[config.mk]
export PLATFORM = sky130hd
export DESIGN_NAME = ctl_top
export DESIGN_NICKNAME = d
export VERILOG_FILES = /design/src/rtl/ctl_pkg.sv /design/src/rtl/ctl_lr_if.sv /design/src/rtl/ctl_link.sv /design/src/rtl/ctl_sync.sv /design/src/rtl/ctl_top.sv
export VERILOG_INCLUDE_DIRS = /design/src /design/src/rtl
export SDC_FILE = /design/constraint.sdc
export NUM_CORES = 1
export LEC_CHECK = 0
export BUFFER_PORTS_ARGS = -buffer_cell sky130_fd_sc_hd__buf_2
export CAP_MARGIN = 5
export CORE_ASPECT_RATIO = 1.1
export CORE_MARGIN = 2
export CORE_UTILIZATION = 60
export DETAILED_ROUTE_END_ITERATION = 10
export PLACE_DENSITY = 0.86
export SYNTH_ARGS = -nofsm -noshare
export SYNTH_HDL_FRONTEND = slang
export SYNTH_SLANG_ARGS = --single-unit
[constraint.sdc]
create_clock -name aclk -period 5.1 [get_ports aclk]
set_input_delay 0.255 -clock aclk [delete_from_list [all_inputs] [get_ports aclk]]
set_output_delay 0.255 -clock aclk [all_outputs]
set_load 0.05 [all_outputs]
[src/rtl/ctl_map.svh]
// register map, field positions and timing counts of the controller core
`ifndef CTL_MAP_SVH
`define CTL_MAP_SVH
`define CTL_A_CTRL     8'h00
`define CTL_A_STAT     8'h04
`define CTL_A_IN       8'h08
`define CTL_A_OUT      8'h0C
`define CTL_A_DRUM     8'h10
`define CTL_A_LROWN    8'h14
`define CTL_A_LR0      8'h18
`define CTL_A_LR3      8'h24
`define CTL_A_ISTAT    8'h28
`define CTL_A_IMASK    8'h2C
`define CTL_F_RUN      0
`define CTL_F_DRUM     1
`define CTL_F_VAR      2
`define CTL_S_ERR      0
`define CTL_S_LINK     1
`define CTL_S_MST      2
`define CTL_S_UNIT     4
`define CTL_E_INCHG    0
`define CTL_E_DRUMRST  1
`define CTL_E_ERR      2
`define CTL_E_LINKLOST 3
`define CTL_VAR_SMALL  2'h0
`define CTL_VAR_MID    2'h1
`define CTL_CLK_NS     10
`define CTL_SCAN_NS    10000
`define CTL_SCAN_CYC   (`CTL_SCAN_NS / `CTL_CLK_NS)
`define CTL_LTO_NS     40960
`define CTL_LTO_CYC    (`CTL_LTO_NS / `CTL_CLK_NS)
`define CTL_UNITS      4
`define CTL_RELAY_W    32
`define CTL_NIN        12
`define CTL_NOUT       8
`define CTL_CAP_CYC    3'h6
`endif

[src/rtl/ctl_pkg.sv]
// types shared by the controller core
package ctl_pkg;
   typedef enum logic [2:0] {
      LK_IDLE = 3'b001,
      LK_REQ  = 3'b010,
      LK_REL  = 3'b100
   } ctl_lk_e;
   typedef logic [31:0] ctl_word_t;
endpackage : ctl_pkg

[src/rtl/ctl_lr_if.sv]
// link relay image exchanged between core and link engine
interface ctl_relay_if;
   ctl_pkg::ctl_word_t        own;
   ctl_pkg::ctl_word_t [3:0]  img;
   logic                      tick;
   logic                      ok;
   logic                      master;
   logic [1:0]                unit;
   modport link (input own, input tick, output img, output ok, output master, output unit);
   modport core (output own, output tick, input img, input ok, input master, input unit);
endinterface : ctl_relay_if

[src/rtl/ctl_link.sv]
// link relay exchange engine: unit number capture, slot polling, image update
`include "ctl_map.svh"
module ctl_link (
   // clock and reset
   input  wire logic        aclk,
   input  wire logic        aresetn,
   // core side
   ctl_relay_if.link        rly,
   // synchronised link pins
   input  wire logic [1:0]  unit_s,
   input  wire logic        stb_s,
   input  wire logic [1:0]  sel_s,
   input  wire logic        ack_s,
   input  wire logic [31:0] dat_s,
   // link pin drivers
   output logic             stb_o,
   output logic             stb_oe,
   output logic [1:0]       sel_o,
   output logic             sel_oe,
   output logic             ack_o,
   output logic             ack_oe,
   output logic [31:0]      dat_o,
   output logic             dat_oe
);
   ctl_pkg::ctl_lk_e st_r, st_nxt;
   logic [2:0]  cap_r, cap_nxt;
   logic [1:0]  unit_nxt, sel_nxt;
   logic        ackp_r, stb_nxt, ack_nxt, dat_oe_nxt, ok_nxt;
   logic [12:0] to_r, to_nxt;
   logic [31:0] dat_nxt;
   ctl_pkg::ctl_word_t [3:0] img_nxt;
   logic        ack_rise, match;
   assign ack_rise = ack_s && !ackp_r;
   assign match    = stb_s && (sel_s == rly.unit) && (cap_r == `CTL_CAP_CYC);
   always_comb begin
      cap_nxt = cap_r;
      unit_nxt = rly.unit;
      st_nxt = st_r;
      sel_nxt = sel_o;
      stb_nxt = stb_o;
      img_nxt = rly.img;
      to_nxt = to_r;
      if (cap_r != `CTL_CAP_CYC) begin
         cap_nxt  = cap_r + 3'h1;
         unit_nxt = unit_s;
      end
      dat_oe_nxt = match;
      dat_nxt    = match ? rly.own : '0;
      ack_nxt    = match && dat_oe;
      if (ack_rise) begin
         img_nxt[sel_s] = dat_s;
      end
      if (rly.master && cap_r == `CTL_CAP_CYC) begin
         case (st_r)
            ctl_pkg::LK_IDLE: begin
               if (rly.tick) begin
                  st_nxt  = ctl_pkg::LK_REQ;
                  stb_nxt = 1'b1;
                  sel_nxt = 2'h0;
               end
            end
            ctl_pkg::LK_REQ: begin
               if (ack_s) begin
                  st_nxt  = ctl_pkg::LK_REL;
                  stb_nxt = 1'b0;
               end
            end
            ctl_pkg::LK_REL: begin
               if (!ack_s) begin
                  sel_nxt = sel_o + 2'h1;
                  if (sel_o == 2'(`CTL_UNITS - 1)) begin
                     st_nxt = ctl_pkg::LK_IDLE;
                  end else begin
                     st_nxt  = ctl_pkg::LK_REQ;
                     stb_nxt = 1'b1;
                  end
               end
            end
            default: st_nxt = ctl_pkg::LK_IDLE;
         endcase
      end
      if (ack_rise) begin
         to_nxt = '0;
      end else if (to_r != 13'(`CTL_LTO_CYC)) begin
         to_nxt = to_r + 13'h1;
      end
      ok_nxt = to_r != 13'(`CTL_LTO_CYC);
   end
   always_ff @(posedge aclk) begin
      if (!aresetn) begin
         cap_r     <= '0;
         rly.unit  <= '0;
         st_r      <= ctl_pkg::LK_IDLE;
         sel_o     <= '0;
         stb_o     <= 1'b0;
         ack_o     <= 1'b0;
         dat_o     <= '0;
         dat_oe    <= 1'b0;
         ackp_r    <= 1'b0;
         rly.img    <= '0;
         to_r       <= 13'(`CTL_LTO_CYC);
         rly.ok     <= 1'b0;
         rly.master <= 1'b0;
      end else begin
         cap_r     <= cap_nxt;
         rly.unit  <= unit_nxt;
         st_r      <= st_nxt;
         sel_o     <= sel_nxt;
         stb_o     <= stb_nxt;
         ack_o     <= ack_nxt;
         dat_o     <= dat_nxt;
         dat_oe    <= dat_oe_nxt;
         ackp_r    <= ack_s;
         rly.img    <= img_nxt;
         to_r       <= to_nxt;
         rly.ok     <= ok_nxt;
         rly.master <= (cap_nxt == `CTL_CAP_CYC) && (unit_nxt == 2'h0);
      end
   end
   assign stb_oe = rly.master;
   assign sel_oe = rly.master;
   assign ack_oe = ack_o;
endmodule : ctl_link

[src/rtl/ctl_sync.sv]
// three-stage input synchroniser, change taken when stages two and three agree
module ctl_sync #(
   parameter int W = 1
) (
   // clock and reset
   input  wire logic         aclk,
   input  wire logic         aresetn,
   // data
   input  wire logic [W-1:0] d,
   output logic      [W-1:0] q
);
   logic [W-1:0] s1_r, s2_r, s3_r, q_nxt;
   always_comb begin
      // each bit on its own: a wandering neighbour must not freeze the rest
      q_nxt = (q & (s2_r ^ s3_r)) | (s3_r & ~(s2_r ^ s3_r));
   end
   always_ff @(posedge aclk) begin
      if (!aresetn) begin
         s1_r <= '0;
         s2_r <= '0;
         s3_r <= '0;
         q    <= '0;
      end else begin
         s1_r <= d;
         s2_r <= s1_r;
         s3_r <= s2_r;
         q    <= q_nxt;
      end
   end
endmodule : ctl_sync

[src/rtl/ctl_top.sv]
// controller core: i/o image scan, drum counter, indicators, link relay, axi4-lite registers
// Overview of operation
// - Every scan the input points are sampled into the input image bits.
// - Every scan in run mode without a fault the output points are driven from the output image bits.
// - With the drum counter enabled, point 0 counts and point 1 resets the counter.
// - The run lamp is lit only in run mode without a fault.
// - The link lamp is lit only while link exchange is healthy.
// - A diagnosed fault lights the error lamp and stops program operation.
// - The variant fixes 6/4, 10/6 or 12/8 input and output points.
// - Four units share 128 link relay bits, 32 from each.
// - Each unit runs alone while link relay words move without software transfers.
// - The unit number 0 to 3 is taken from the adapter connector at power-on.
// - Unit zero is link master and runs all link transfers.
//
// Local design decisions: the AXI4-Lite slave port and the register offsets.
`include "ctl_map.svh"
module ctl_top (
   // clock and reset
   input  wire logic        aclk,
   input  wire logic        aresetn,
   // axi4-lite slave
   input  wire logic [7:0]  s_axi_awaddr,
   input  wire logic        s_axi_awvalid,
   output logic             s_axi_awready,
   input  wire logic [31:0] s_axi_wdata,
   input  wire logic [3:0]  s_axi_wstrb,
   input  wire logic        s_axi_wvalid,
   output logic             s_axi_wready,
   output logic [1:0]       s_axi_bresp,
   output logic             s_axi_bvalid,
   input  wire logic        s_axi_bready,
   input  wire logic [7:0]  s_axi_araddr,
   input  wire logic        s_axi_arvalid,
   output logic             s_axi_arready,
   output logic [31:0]      s_axi_rdata,
   output logic [1:0]       s_axi_rresp,
   output logic             s_axi_rvalid,
   input  wire logic        s_axi_rready,
   // field points and lamps
   input  wire logic [11:0] in_pt,
   output logic [7:0]       out_pt,
   input  wire logic        diag_fault,
   output logic             led_run,
   output logic             led_link,
   output logic             led_err,
   output logic             irq,
   // link adapter pins
   input  wire logic [1:0]  unit_pin,
   input  wire logic        lk_stb_i,
   output logic             lk_stb_o,
   output logic             lk_stb_oe,
   input  wire logic [1:0]  lk_sel_i,
   output logic [1:0]       lk_sel_o,
   output logic             lk_sel_oe,
   input  wire logic        lk_ack_i,
   output logic             lk_ack_o,
   output logic             lk_ack_oe,
   input  wire logic [31:0] lk_dat_i,
   output logic [31:0]      lk_dat_o,
   output logic             lk_dat_oe
);
   ctl_relay_if rly ();
   logic [11:0] in_s;
   logic [1:0]  unit_s, sel_s;
   logic        diag_s, stb_s, ack_s;
   logic [31:0] dat_s;
   ctl_sync #(.W(12)) u_sin (.aclk(aclk), .aresetn(aresetn), .d(in_pt), .q(in_s));
   ctl_sync #(.W(39)) u_slk (.aclk(aclk), .aresetn(aresetn),
      .d({unit_pin, lk_stb_i, lk_sel_i, lk_ack_i, lk_dat_i, diag_fault}),
      .q({unit_s, stb_s, sel_s, ack_s, dat_s, diag_s}));
   ctl_link u_link (.aclk(aclk), .aresetn(aresetn), .rly(rly), .unit_s(unit_s), .stb_s(stb_s),
      .sel_s(sel_s), .ack_s(ack_s), .dat_s(dat_s), .stb_o(lk_stb_o), .stb_oe(lk_stb_oe),
      .sel_o(lk_sel_o), .sel_oe(lk_sel_oe), .ack_o(lk_ack_o), .ack_oe(lk_ack_oe),
      .dat_o(lk_dat_o), .dat_oe(lk_dat_oe));

   // points present in each variant
   function automatic logic [11:0] in_mask(input logic [1:0] v);
      if (v == `CTL_VAR_SMALL) return 12'h03F;
      else if (v == `CTL_VAR_MID) return 12'h3FF;
      else return 12'hFFF;
   endfunction : in_mask
   function automatic logic [7:0] out_mask(input logic [1:0] v);
      if (v == `CTL_VAR_SMALL) return 8'h0F;
      else if (v == `CTL_VAR_MID) return 8'h3F;
      else return 8'hFF;
   endfunction : out_mask
   function automatic logic [31:0] wmerge(input logic [31:0] o, input logic [31:0] d,
                                          input logic [3:0] s);
      for (int i = 0; i < 4; i++) begin
         if (s[i]) o[i*8 +: 8] = d[i*8 +: 8];
      end
      return o;
   endfunction : wmerge

   // register state
   logic [3:0]  ctrl_r, ctrl_nxt;
   logic [7:0]  oimg_r, oimg_nxt, out_nxt;
   logic [11:0] iimg_r, iimg_nxt;
   logic [15:0] drum_r, drum_nxt;
   logic [31:0] own_r, own_nxt;
   logic [3:0]  ist_r, ist_nxt, imask_r, imask_nxt, ev;
   logic        err_r, err_nxt, okp_r, d0p_r, d1p_r;
   logic [9:0]  scan_r, scan_nxt;
   logic        tick;
   // bus state
   logic        aw_r, aw_nxt, w_r, w_nxt, bv_nxt, rv_nxt;
   logic [7:0]  awa_r, awa_nxt;
   logic [31:0] wd_r, wd_nxt, rd_nxt, wv;
   logic [3:0]  ws_r, ws_nxt;
   logic [1:0]  br_nxt, rr_nxt;
   logic        do_wr;

   assign tick  = scan_r == '0;
   assign do_wr = aw_r && w_r && !s_axi_bvalid;
   assign rly.own  = own_r;
   assign rly.tick = tick;

   // scan, drum counter, lamps, events
   always_comb begin
      scan_nxt = tick ? 10'(`CTL_SCAN_CYC - 1) : scan_r - 10'h1;
      iimg_nxt = iimg_r;
      out_nxt  = out_pt;
      drum_nxt = drum_r;
      err_nxt  = err_r || diag_s;
      ev       = '0;
      if (tick) begin
         iimg_nxt = in_s & in_mask(ctrl_r[`CTL_F_VAR +: 2]);
         ev[`CTL_E_INCHG] = iimg_nxt != iimg_r;
         if (ctrl_r[`CTL_F_RUN] && !err_r) begin
            out_nxt = oimg_r & out_mask(ctrl_r[`CTL_F_VAR +: 2]);
         end
      end
      if (err_r || !ctrl_r[`CTL_F_RUN]) begin
         out_nxt = '0;
      end
      if (ctrl_r[`CTL_F_DRUM]) begin
         if (in_s[1]) begin
            drum_nxt = '0;
         end else if (in_s[0] && !d0p_r && !err_r) begin
            drum_nxt = drum_r + 16'h1;
         end
         ev[`CTL_E_DRUMRST] = in_s[1] && !d1p_r;
      end
      ev[`CTL_E_ERR]      = diag_s && !err_r;
      ev[`CTL_E_LINKLOST] = okp_r && !rly.ok;
   end

   // axi4-lite slave and register writes
   always_comb begin
      aw_nxt = aw_r;
      w_nxt = w_r;
      awa_nxt = awa_r;
      wd_nxt = wd_r;
      ws_nxt = ws_r;
      bv_nxt = s_axi_bvalid;
      br_nxt = s_axi_bresp;
      rv_nxt = s_axi_rvalid;
      rr_nxt = s_axi_rresp;
      rd_nxt = s_axi_rdata;
      ctrl_nxt = ctrl_r;
      oimg_nxt = oimg_r;
      own_nxt = own_r;
      imask_nxt = imask_r;
      ist_nxt = ist_r;
      wv = '0;
      if (s_axi_awvalid && s_axi_awready) begin
         aw_nxt = 1'b1;
         awa_nxt = s_axi_awaddr;
      end
      if (s_axi_wvalid && s_axi_wready) begin
         w_nxt = 1'b1;
         wd_nxt = s_axi_wdata;
         ws_nxt = s_axi_wstrb;
      end
      if (s_axi_bvalid && s_axi_bready) bv_nxt = 1'b0;
      if (do_wr) begin
         aw_nxt = 1'b0;
         w_nxt = 1'b0;
         bv_nxt = 1'b1;
         br_nxt = 2'h0;
         if (awa_r == `CTL_A_CTRL) begin
            ctrl_nxt = 4'(wmerge({28'h0, ctrl_r}, wd_r, ws_r));
         end else if (awa_r == `CTL_A_OUT) begin
            oimg_nxt = 8'(wmerge({24'h0, oimg_r}, wd_r, ws_r));
         end else if (awa_r == `CTL_A_LROWN) begin
            own_nxt = wmerge(own_r, wd_r, ws_r);
         end else if (awa_r == `CTL_A_IMASK) begin
            imask_nxt = 4'(wmerge({28'h0, imask_r}, wd_r, ws_r));
         end else if (awa_r == `CTL_A_ISTAT) begin
            wv = wmerge('0, wd_r, ws_r);
            ist_nxt = ist_r & ~wv[3:0];
         end else if (awa_r == `CTL_A_STAT || awa_r == `CTL_A_IN || awa_r == `CTL_A_DRUM
                      || (awa_r >= `CTL_A_LR0 && awa_r <= `CTL_A_LR3 && awa_r[1:0] == 2'h0)) begin
            br_nxt = 2'h0;
         end else begin
            br_nxt = 2'h2;
         end
      end
      ist_nxt = ist_nxt | ev; // set wins over clear
      if (s_axi_rvalid && s_axi_rready) rv_nxt = 1'b0;
      if (s_axi_arvalid && s_axi_arready) begin
         rv_nxt = 1'b1;
         rr_nxt = 2'h0;
         rd_nxt = '0;
         if (s_axi_araddr == `CTL_A_CTRL) begin
            rd_nxt[3:0] = ctrl_r;
         end else if (s_axi_araddr == `CTL_A_STAT) begin
            rd_nxt[`CTL_S_ERR] = err_r;
            rd_nxt[`CTL_S_LINK] = rly.ok;
            rd_nxt[`CTL_S_MST] = rly.master;
            rd_nxt[`CTL_S_UNIT +: 2] = rly.unit;
         end else if (s_axi_araddr == `CTL_A_IN) begin
            rd_nxt[11:0] = iimg_r;
         end else if (s_axi_araddr == `CTL_A_OUT) begin
            rd_nxt[7:0] = oimg_r;
         end else if (s_axi_araddr == `CTL_A_DRUM) begin
            rd_nxt[15:0] = drum_r;
         end else if (s_axi_araddr == `CTL_A_LROWN) begin
            rd_nxt = own_r;
         end else if (s_axi_araddr >= `CTL_A_LR0 && s_axi_araddr <= `CTL_A_LR3
                      && s_axi_araddr[1:0] == 2'h0) begin
            rd_nxt = rly.img[2'(s_axi_araddr[7:2] - 6'(`CTL_A_LR0 >> 2))];
         end else if (s_axi_araddr == `CTL_A_ISTAT) begin
            rd_nxt[3:0] = ist_r;
         end else if (s_axi_araddr == `CTL_A_IMASK) begin
            rd_nxt[3:0] = imask_r;
         end else begin
            rr_nxt = 2'h2;
         end
      end
   end

   always_ff @(posedge aclk) begin
      if (!aresetn) begin
         scan_r <= '0;
         iimg_r <= '0;
         out_pt <= '0;
         drum_r <= '0;
         err_r <= 1'b0;
         okp_r <= 1'b0;
         d0p_r <= 1'b0;
         d1p_r <= 1'b0;
         led_run <= 1'b0;
         led_link <= 1'b0;
         led_err <= 1'b0;
         irq <= 1'b0;
         aw_r <= 1'b0;
         w_r <= 1'b0;
         awa_r <= '0;
         wd_r <= '0;
         ws_r <= '0;
         s_axi_bvalid <= 1'b0;
         s_axi_bresp <= '0;
         s_axi_rvalid <= 1'b0;
         s_axi_rresp <= '0;
         s_axi_rdata <= '0;
         ctrl_r <= '0;
         oimg_r <= '0;
         own_r <= '0;
         imask_r <= '0;
         ist_r <= '0;
         s_axi_awready <= 1'b1;
         s_axi_wready <= 1'b1;
         s_axi_arready <= 1'b1;
      end else begin
         scan_r <= scan_nxt;
         iimg_r <= iimg_nxt;
         out_pt <= out_nxt;
         drum_r <= drum_nxt;
         err_r <= err_nxt;
         okp_r <= rly.ok;
         d0p_r <= in_s[0];
         d1p_r <= in_s[1];
         led_run <= ctrl_nxt[`CTL_F_RUN] && !err_nxt;
         led_link <= rly.ok;
         led_err <= err_nxt;
         irq <= |(ist_nxt & imask_nxt);
         aw_r <= aw_nxt;
         w_r <= w_nxt;
         awa_r <= awa_nxt;
         wd_r <= wd_nxt;
         ws_r <= ws_nxt;
         s_axi_bvalid <= bv_nxt;
         s_axi_bresp <= br_nxt;
         s_axi_rvalid <= rv_nxt;
         s_axi_rresp <= rr_nxt;
         s_axi_rdata <= rd_nxt;
         ctrl_r <= ctrl_nxt;
         oimg_r <= oimg_nxt;
         own_r <= own_nxt;
         imask_r <= imask_nxt;
         ist_r <= ist_nxt;
         s_axi_awready <= !aw_nxt;
         s_axi_wready <= !w_nxt;
         s_axi_arready <= !rv_nxt;
      end
   end
endmodule : ctl_top

* Word-level counts from Yosys, hierarchy flattened
Cells that the tools add are included.
Word-level totals: logic and storage cells 290, register bits 584, memories 0, memory bits (read-only) 0, output and inout port bits 93, latch bits 0, bits in writable memories 0
Operators by class: equality and inequality tests 29, mux-type cells 102, divide/modulo/power cells 0, order comparisons 7, shift-type cells 0, add/sub/neg operators 6, multipliers 0, reductions and logical operators 69, bitwise logic cells 19
Operators with widths (count):
- $mux 32 | 9
- $bwmux 128 | 1
- $mux 4 | 23
- $and 39x39->39 | 2
- $bmux 32 s2 | 1
- $demux 32 s2 | 1
- $mux 16 | 4
- $mux 28 | 2
- $mux 12 | 4
- $mux 2 | 20
- $mux 8 | 5
- $not 39->39 | 1
- $or 39x39->39 | 1
- $xor 39x39->39 | 1
- $and 12x12->12 | 3
- $eq 8x4->1 const B | 4
- $eq 8x5->1 const B | 4
- $eq 8x6->1 const B | 4
- $mux 13 | 2
- $mux 26 | 1
- $logic_and 1x1->1 | 25
- $mux 24 | 1
- $mux 20 | 1
- $reduce_and 5->1 | 4
- 48 further kinds | 108

* Logic depth before layout (Yosys ltp)
Gate-level depths: netlist (run 1).
word-level depth 18, gate-level depth with buffers 10, depth with buffers taken out 8

* By module
Synthesis (run 1) repeated with hierarchy kept, for this count alone.
Unflattened totals: cell total of the unflattened synthesis 2343, area total of the unflattened synthesis 21947.3 µm²
By module, submodules not included:
- ctl_top | sequential area each 3783.6 µm², times used 1, cells each 1021, area each 8873.5 µm²
- ctl_link | sequential area each 3783.6 µm², times used 1, cells each 790, area each 7023.0 µm²
- ctl_sync at u_slk | sequential area each 3123.0 µm², times used 1, cells each 407, area each 4610.7 µm²
- ctl_sync at u_sin | sequential area each 960.9 µm², times used 1, cells each 125, area each 1440.1 µm²

* Least setup slack after synthesis (run 1)
OpenSTA, ideal clock, no wires.
path kind register to register, start point register awa_r[7], end point register led_run, cell stages (with the launch flop) 8, data arrival time 1928 ps, slack 3023 ps, data required time 4952 ps, setup time 148 ps, cells stage by stage dfxtp_1 > or4_1 > nor2_1 > nand3b_1 > or4_1 > clkbuf_1 > mux2i_1 > nor4_1
Between the ends: word-level cells in the longest chain between the ends 4
Ends and longest elaborated chain:
- start: declaration | RTL line ctl_top.sv:107 | logic [7:0] awa_r, awa_nxt;
- start signal: assignment | RTL line ctl_top.sv:280 | awa_r <= awa_nxt;
- $logic_not 8->1 (no line)
- $mux 1 | RTL line ctl_top.sv:181 | if (awa_r == `CTL_A_CTRL) begin
- $mux 1 | RTL line ctl_top.sv:176 | if (do_wr) begin
- $logic_and 1x1->1 | RTL line ctl_top.sv:274 | led_run <= ctrl_nxt[`CTL_F_RUN] && !err_nxt;
- end signal: assignment | RTL line ctl_top.sv:274
- end: declaration | RTL line ctl_top.sv:43 | output logic led_run,
No other way between the ends. A chain may end at the register's enable or synchronous reset.

* Worst setup path in the final report (run 1)
start point register awa_r[7], end point register oimg_r[2]
Between the ends: word-level cells in the longest chain between the ends 3, elaborated cells on any way between the ends 4, classes of those cells eq/ne: 1; bitwise: 1; reduce/logical: 2
Ends and longest elaborated chain:
- $logic_not 8->1 (no line)
- $not 1->1 (no line)
- $reduce_and 4->1 (no line) (*)
- end signal: assignment | RTL line ctl_top.sv:289 | oimg_r <= oimg_nxt;
- end: declaration | RTL line ctl_top.sv:97 | logic [7:0] oimg_r, oimg_nxt, out_nxt;
Mark *: on every way between the ends. The rest lies on a longest branch, timed or not.

==> metrics, run 1 <==
status completed; commonest non-fill, non-tap cell in the layout dfxtp_1; CP arrival approximately 3.4 ns; combinational group share of total power 0.064; pwr dens 377 nW/um^2; fin crit share 0.572; IO Port Bufs 200; First-pass DRT Iterations 5; fin. max-slew vios 0; Layout fillers 2479; Mapped Avg Cell Area 9.02 sq um; Yosys cell types 63; Die ar. 36800 sq um; LEAKAGE 9.53 nW; async set-reset flop share out of synthesis 0; layout cell share with drive strength beyond 1 0.138; max-cap viol count 0; Ports 203; Vias/cell 5.76; FP Rows 72; final setup TNS 0 ns; Hold WC Path Type in -> reg; switching share of total power 0.231; Worst Setup Start Kind register; hpwl dp 32200 um; commonest cells after routing, fill and taps aside 582 x dfxtp_1, 538 x nand2_1, 321 x a21oi_1; Power Internal 7.27 mW; Die H between 200 and 250 um; Worst path most repeated cell nor2_1; Hold WS between 0.1 and 0.15 ns; leading post-synthesis cells by cell area dfxtp_1 55%, nand2_1 9.6%, a21oi_1 7.6%; FF-to-FF Start awa_r[7]$_SDFFE_PN0P_; worst hold start s_axi_awvalid; Residual DRC 0; Max VDD drop 0.266 mV; DR vias roughly 18000; clock network power share 0.432; CP required 5.53 ns; crit path buf inv count 0; routability cong. 0.874; antenna violations before repair 1; Max Clock Skew between 0.01 and 0.015 ns; CTS clock-pin slew for the worst setup and hold paths ~0.060 ns; chip width 183 um; Max-slew headroom 0.0925; EDFF count, synth 0; CP cell instances or4_1 > nor2_1 > nand3b_1 > nor4bb_2 > mux2i_1 > nor2_1; synthesized area 21100 sq um; initial core utilization 0.605; clk sink count 582; area grow syn2layout 18.5%; largest net degree at the start of global routing 180; post-synth top area cell dfxtp_1; WL/cell 17.5 um; Setup CP Type reg -> reg; global-route wire length before repair 84300 um; Synth Flop Type dfxtp_1; H-tree Lvls 2; Post-CTS Setup Repair Bufs 0; Yosys top cell area share 0.551; Initial DRC Count 1525; ANT nets after route 0; crit-path max cell delay between 1 and 1.5 ns; Reg power frac 0.504; # setup viols final 0; worst-skew pair later-pin latency around 0.6 ns; Hold Fails Final Rpt 0; worst slew pin tran 1.34 ns; slowest stage cell, crit path nor4bb_2; post-synthesis sequential area ratio 0.551; global-route met1 utilization 0.361; Tot GR Track Use 0.279; CP max FO 8; crit end category register; unrepaired setup endpoints after global routing no; Placeable Area approximately 35000 sq um; M3 GR Usage 0.0359; post-layout minimum cycle time 2.92 ns; number of global-route vias before repair around 17000; switching power 2.18 mW; Layout Nets about 2700; Global Route met2 Usage 0.472; CTS max path bufs 3; CTS tree done; GR peak layer met2; Critical Path Start awa_r[7]$_SDFFE_PN0P_; Total Wirelength 53400 um; Max Clk Rate around 340 MHz; Post-Synthesis Cells 2345; CP top delay family simple AND/OR/NAND/NOR gates; Seq cells post-synth 582; gr ovfl total 0; CTS resizes 0; YS warnings 0; CTS root buffer clkbuf_16; total CTS buffers 54
==> worst min-delay path, stage by stage <==
cell	delay [ns]
buf_2	0.08
nand2_1	0.16
nand2_1	0.11
a21oi_1	0.05
==> cells in the mapped netlist, types with 4 or more instances <==
cell type	instances
buf_1	6
nand3b_1	7
a22o_1	17
inv_1	23
mux4_2	30
nand3_1	27
nand2_1	538
nor3b_1	6
and3_1	7
mux2i_1	30
a32oi_1	6
nor4_1	6
and2_1	204
clkbuf_1	117
a21oi_1	321
nand2b_1	6
buf_4	5
dfxtp_1	582
or3_1	11
a22oi_1	24
ha_1	7
o21ai_0	89
buf_2	16
xnor2_1	16
or4_1	5
o221a_2	4
nor2b_1	10
o22ai_1	7
nor2_1	109
mux2_2	9
nor3_1	20
xor2_1	17
a221oi_1	8
a31oi_1	6
==> cells by family (layout without fill, tap and decap cells) <==
group,after synthesis,after routing,share of synthesized area
multiplexers,69,69,0.0510
AO/OA/AOI/OAI,512,512,0.136
other,1,3,0.000177
adder cells (fa/ha/maj),7,7,0.00414
AND/OR/NAND/NOR,970,970,0.210
XOR/XNOR,33,33,0.0137
flip-flops,582,582,0.551
buffers and inverters,171,435,0.0333
==> registers in the layout, indices dropped and copies added (netlist names), 4 cells and up, named ones only <==
| register | cells |
|---|---|
| u_slk.s1_r | 39 |
| imask_r | 4 |
| u_link.to_r | 13 |
| ws_r | 4 |
| own_r | 32 |
| oimg_r | 8 |
| u_sin.s3_r | 12 |
| u_link.rly.img | 128 |
| out_pt | 8 |
| u_slk.s3_r | 39 |
| u_slk.s2_r | 39 |
| ist_r | 4 |
| scan_r | 10 |
| u_sin.s2_r | 12 |
| s_axi_rdata | 32 |
| iimg_r | 12 |
| awa_r | 8 |
| ctrl_r | 4 |
| u_sin.s1_r | 12 |
| u_link.dat_o | 32 |
| drum_r | 16 |
| wd_r | 32 |
==> per-layer routing <==
layer  up-vias  wire, um
met5         -         0
met3       124      3610
met2       761     25600
met1      8396     22400
li1       8321         -
met4         0      1790
==> metrics by stage <==
step / utilization / instance area, sq um / total power, mW / std cells / setup WS (ns)
after floorplan: - / 21100 / 5.24 / 2346 / 3.02
after global placement: 0.636 / 22200 / 5.37 / 2858 / 2.01
after detailed placement: 0.636 / 22200 / 5.39 / 2858 / 1.94
after CTS: 0.716 / 25000 / 9.46 / 3053 / 2.23
after global routing: 0.717 / 25100 / 9.75 / 3055 / 1.99
final: 0.717 / 25100 / 9.46 / 3055 / 2.18
==> area by class of cell <==
class                   count  area (sq um)  share of cell area
repair buffers            313          2120              0.0845
flip-flops and latches    582         11700               0.465
well taps                 444           556              0.0222
inverters                  24          97.6             0.00389
diodes                      1          2.50           0.0000999
clock buffers              77          1580              0.0630
clock inverters            21           235             0.00939
multi-input cells        1593          8820               0.352
==> repair_timing <==
| action | in CTS | in global routing |
|---|---|---|
| hold endpoints to repair | 98 | 0 |
| endpoints found under the setup margin | 0 | 0 |
| hold buffers | 97 | 0 |
==> power groups by stage <==
stage                     clock network, mW  registers, mW  logic, mW
after floorplan                           0           4.87      0.372
after global placement                    0           4.85      0.514
after detailed placement                  0           4.86      0.531
after CTS                              4.11           4.76      0.591
after global routing                   4.31           4.78      0.665
final                                  4.08           4.77      0.606
==> final timing paths <==
path,endpoint,slack [ns],cells after the start
max,oimg_r[2]$_SDFFE_PN0P_,2.18,6
min,awa_r[7]$_SDFFE_PN0P_,0.12,4
max reg2reg,oimg_r[2]$_SDFFE_PN0P_,2.18,6
min reg2reg,u_slk.s2_r[36]$_SDFF_PN0_,0.43,1
(Power assumes the default switching activity.)
==> run 2: changes to the inputs <==
ABC_AREA = 1   (was unset)
CORE_UTILIZATION = 53   (was 60)
PLACE_DENSITY = 0.8   (was 0.86)
clock period = 2.66 ns   (was 5.1 ns; I/O delays follow)
==> metrics, run 2 <==
# setup viols final 0 (unchanged); routability cong. 0.876 (+0.21%); CP arrival 2.74 ns (-0.61 ns); Reg-to-Reg End u_link.stb_o$_SDFFE_PN0P_; WHS Endpoint awa_r[5]$_SDFFE_PN0P_; CTS tree done; synthesized area 21400 sq um (+1.3%); CTS clock-pin slew for the worst setup and hold paths 0.06 ns (about the same); Setup CP Type reg -> reg; gr ovfl total 0 (unchanged); layout cell share with drive strength beyond 1 0.118 (-0.0199); H-tree Lvls 2 (unchanged); total CTS buffers 55 (+1.9%); Placeable Area 40100 sq um (+15%); CP required 3.18 ns (-2.35 ns); Max VDD drop 0.535 mV (+100%); antenna violations before repair 1 (unchanged); fin. max-slew vios 0 (unchanged); slowest stage cell, crit path nand3_1; commonest non-fill, non-tap cell in the layout dfxtp_1; Total Wirelength 55300 um (+3.7%); post-synth top area cell dfxtp_1; FP Rows 77 (+6.9%); hpwl dp 36300 um (+13%); Die H 215 um (+7.0%); Max Clk Rate 450 MHz (+31%); max-cap viol count 0 (unchanged); fin crit share 0.836 (+0.263); CTS max path bufs 3 (unchanged); Seq cells post-synth 582 (unchanged); top-count cell post-synth dfxtp_1; Yosys top cell area share 0.544 (-0.00727); LEAKAGE 12.0 nW (+26%); r2r setup slk 0.44 ns (-1.74 ns); status completed; Post-Place Setup Slack 0.548 ns (-1.39 ns); crit end category register; worst-skew pair later-pin latency 0.59 ns (about the same); Ports 203 (unchanged); Design Area, Final 26100 sq um (+4.0%); Max Clock Skew 0.0104 ns (-0.00193 ns); area grow syn2layout 21.6%; CP top delay family simple AND/OR/NAND/NOR gates; list of most frequent post-synthesis cells 582 x dfxtp_1, 530 x nand2_1, 449 x nor2_1, 330 x inv_1, 306 x o21ai_0; max reg flops 128 (unchanged); EDFF count, synth 0 (unchanged); Vias/cell 5.22 (-9.5%); ANT nets after route 0 (unchanged); CP cell instances inv_1 > ha_1 > nand2_1 > nor2_1 > nand3_1 > nand4_1 > nand4_1 > nor2_1 > nand2_1 > a21oi_1; worst hold start s_axi_awvalid; unrepaired setup endpoints after global routing no; DR vias 18998 (+7.9%); Worst Reg2Reg Path Length in Cells 10 (+4); YS warnings 0 (unchanged); async set-reset flop share out of synthesis 0 (unchanged); Synth Flop Type dfxtp_1; global-route wire length before repair 89500 um (+6.2%); crit path buf inv count 1 (+1); Hold WC Path Type in -> reg; Residual DRC 0 (unchanged); initial core utilization 0.535 (-0.0703); Post-Synthesis Cells 2800 (+19%); pwr dens 738 nW/um^2 (+96%); post-synthesis sequential area ratio 0.544 (-0.00727); dpl cell area 22800 sq um (+2.4%); worst slew pin tran 1.02 ns (-0.326 ns); clk sink count 582 (unchanged); Worst Setup Start Kind register; First-pass DRT Iterations 6 (+1); CP max FO 13 (+5); IO Port Bufs 200 (unchanged); Setup WS post-layout 0.437 ns (-1.74 ns); Layout Nets 3199 (+19%); Critical Path Start scan_r[0]$_SDFF_PN0_; final setup TNS 0 ns (unchanged); Tot GR Track Use 0.258 (-0.0211); Top reg by flops u_link.rly.img; Hold Fails Final Rpt 0 (unchanged); CTS root buffer clkbuf_16; Initial DRC Count 1304 (-14%); number of cells on the critical path 10 (+4); Max-slew headroom 0.322 (+0.230); worst hold stages 3 (-1); largest net degree at the start of global routing 132 (-27%); Finished Layout Cells 3642 (+19%); Tot Pwr 19.2 mW (+100%); chip width 196 um (+7.0%); commonest cells after routing, fill and taps aside 582 x dfxtp_1, 530 x nand2_1, 448 x nor2_1; Die ar. 42100 sq um (+14%); Post-Place Cells 3410 (+19%); WL/cell 15.2 um (-13%); leading post-synthesis cells by cell area dfxtp_1 54%, nand2_1 9.3%, nor2_1 7.9%; FF-to-FF Start scan_r[0]$_SDFF_PN0_; post-layout minimum cycle time 2.22 ns (-0.696 ns); Yosys cell types 46 (-27%); Mapped Avg Cell Area 7.65 sq um (-15%); Hold WS 0.0383 ns (-0.0806 ns); final core occ 0.650 (-0.0669); crit-path max cell delay 0.39 ns (-0.74 ns); number of global-route vias before repair 18236 (+6.6%)
run 2: changes by cell type after synthesis, sizes merged, moves of 23 or more:
| cell | previous run | this run |
|---|---|---|
| nor2 | 109 | 459 |
| inv | 24 | 341 |
| o21ai | 89 | 311 |
| and2 | 204 | 1 |
| a21oi | 322 | 231 |
| nand4 | 3 | 38 |
| mux2i | 30 | 0 |
| mux4 | 30 | 0 |
| a211oi | 3 | 27 |
| nand3 | 27 | 50 |
run 2: metal layers:
layer | vias to the layer above | GRT usage | share of wire
met5 | - | 0 | 0
met4 | 0 | 0.108 | 0.037
met3 | 122 | 0.0323 | 0.058
met2 | 657 | 0.440 | 0.47
met1 | 8772 | 0.330 | 0.44
li1 | 9447 | - | -
run 2: cell families after synthesis:
logic type | after synthesis | share of synthesized area
AOI/OAI and AO/OA | 593 | 0.145
xor gates and xnor gates | 15 | 0.00613
adders and majority gates | 7 | 0.00409
buffers and inverters | 471 | 0.0851
DFF | 582 | 0.544
other | 1 | 0.000175
and+or+nand+nor | 1131 | 0.216
run 2: cell type report:
class | instances | area, sq um
timing repair buffer | 353 | 2500
tap | 513 | 642
antenna | 1 | 2.50
clock buffer | 69 | 1520
sequential | 582 | 11700
inverter | 342 | 1280
fill | 3387 | 14000
clock inverter | 34 | 468
multi-input combinational | 1748 | 7980
run 2: timing repair:
action / in CTS / in global routing
endpoints found under the hold margin: 133 / 0
hold buffers: 128 / 0
gates resized for setup: 0 / 0
setup buffers: 0 / 0
run 2: power by group:
part	total, mW	internal, mW	switching, mW	leakage [nW]
clock	8.44	5.06	3.38	0.978
combinational	1.50	0.573	0.925	6.26
sequential	9.30	9.06	0.244	4.73
total	19.2	14.7	4.55	12.0
run 2: worst max path at each step:
stage	end	slack, ns
2_1_floorplan	drum_r[14]$_SDFFE_PN0P_	0.92
3_3_place_gp	irq$_SDFF_PN0_	0.55
3_5_place_dp	irq$_SDFF_PN0_	0.55
4_1_cts	irq$_SDFF_PN0_	0.52
5_1_grt	u_link.stb_o$_SDFFE_PN0P_	0.19
6_report	u_link.stb_o$_SDFFE_PN0P_	0.44
run 2: worst min-delay path: stages:
cell and delay (ns):
buf_2 0.09, nand2_1 0.23, a21oi_1 0.11
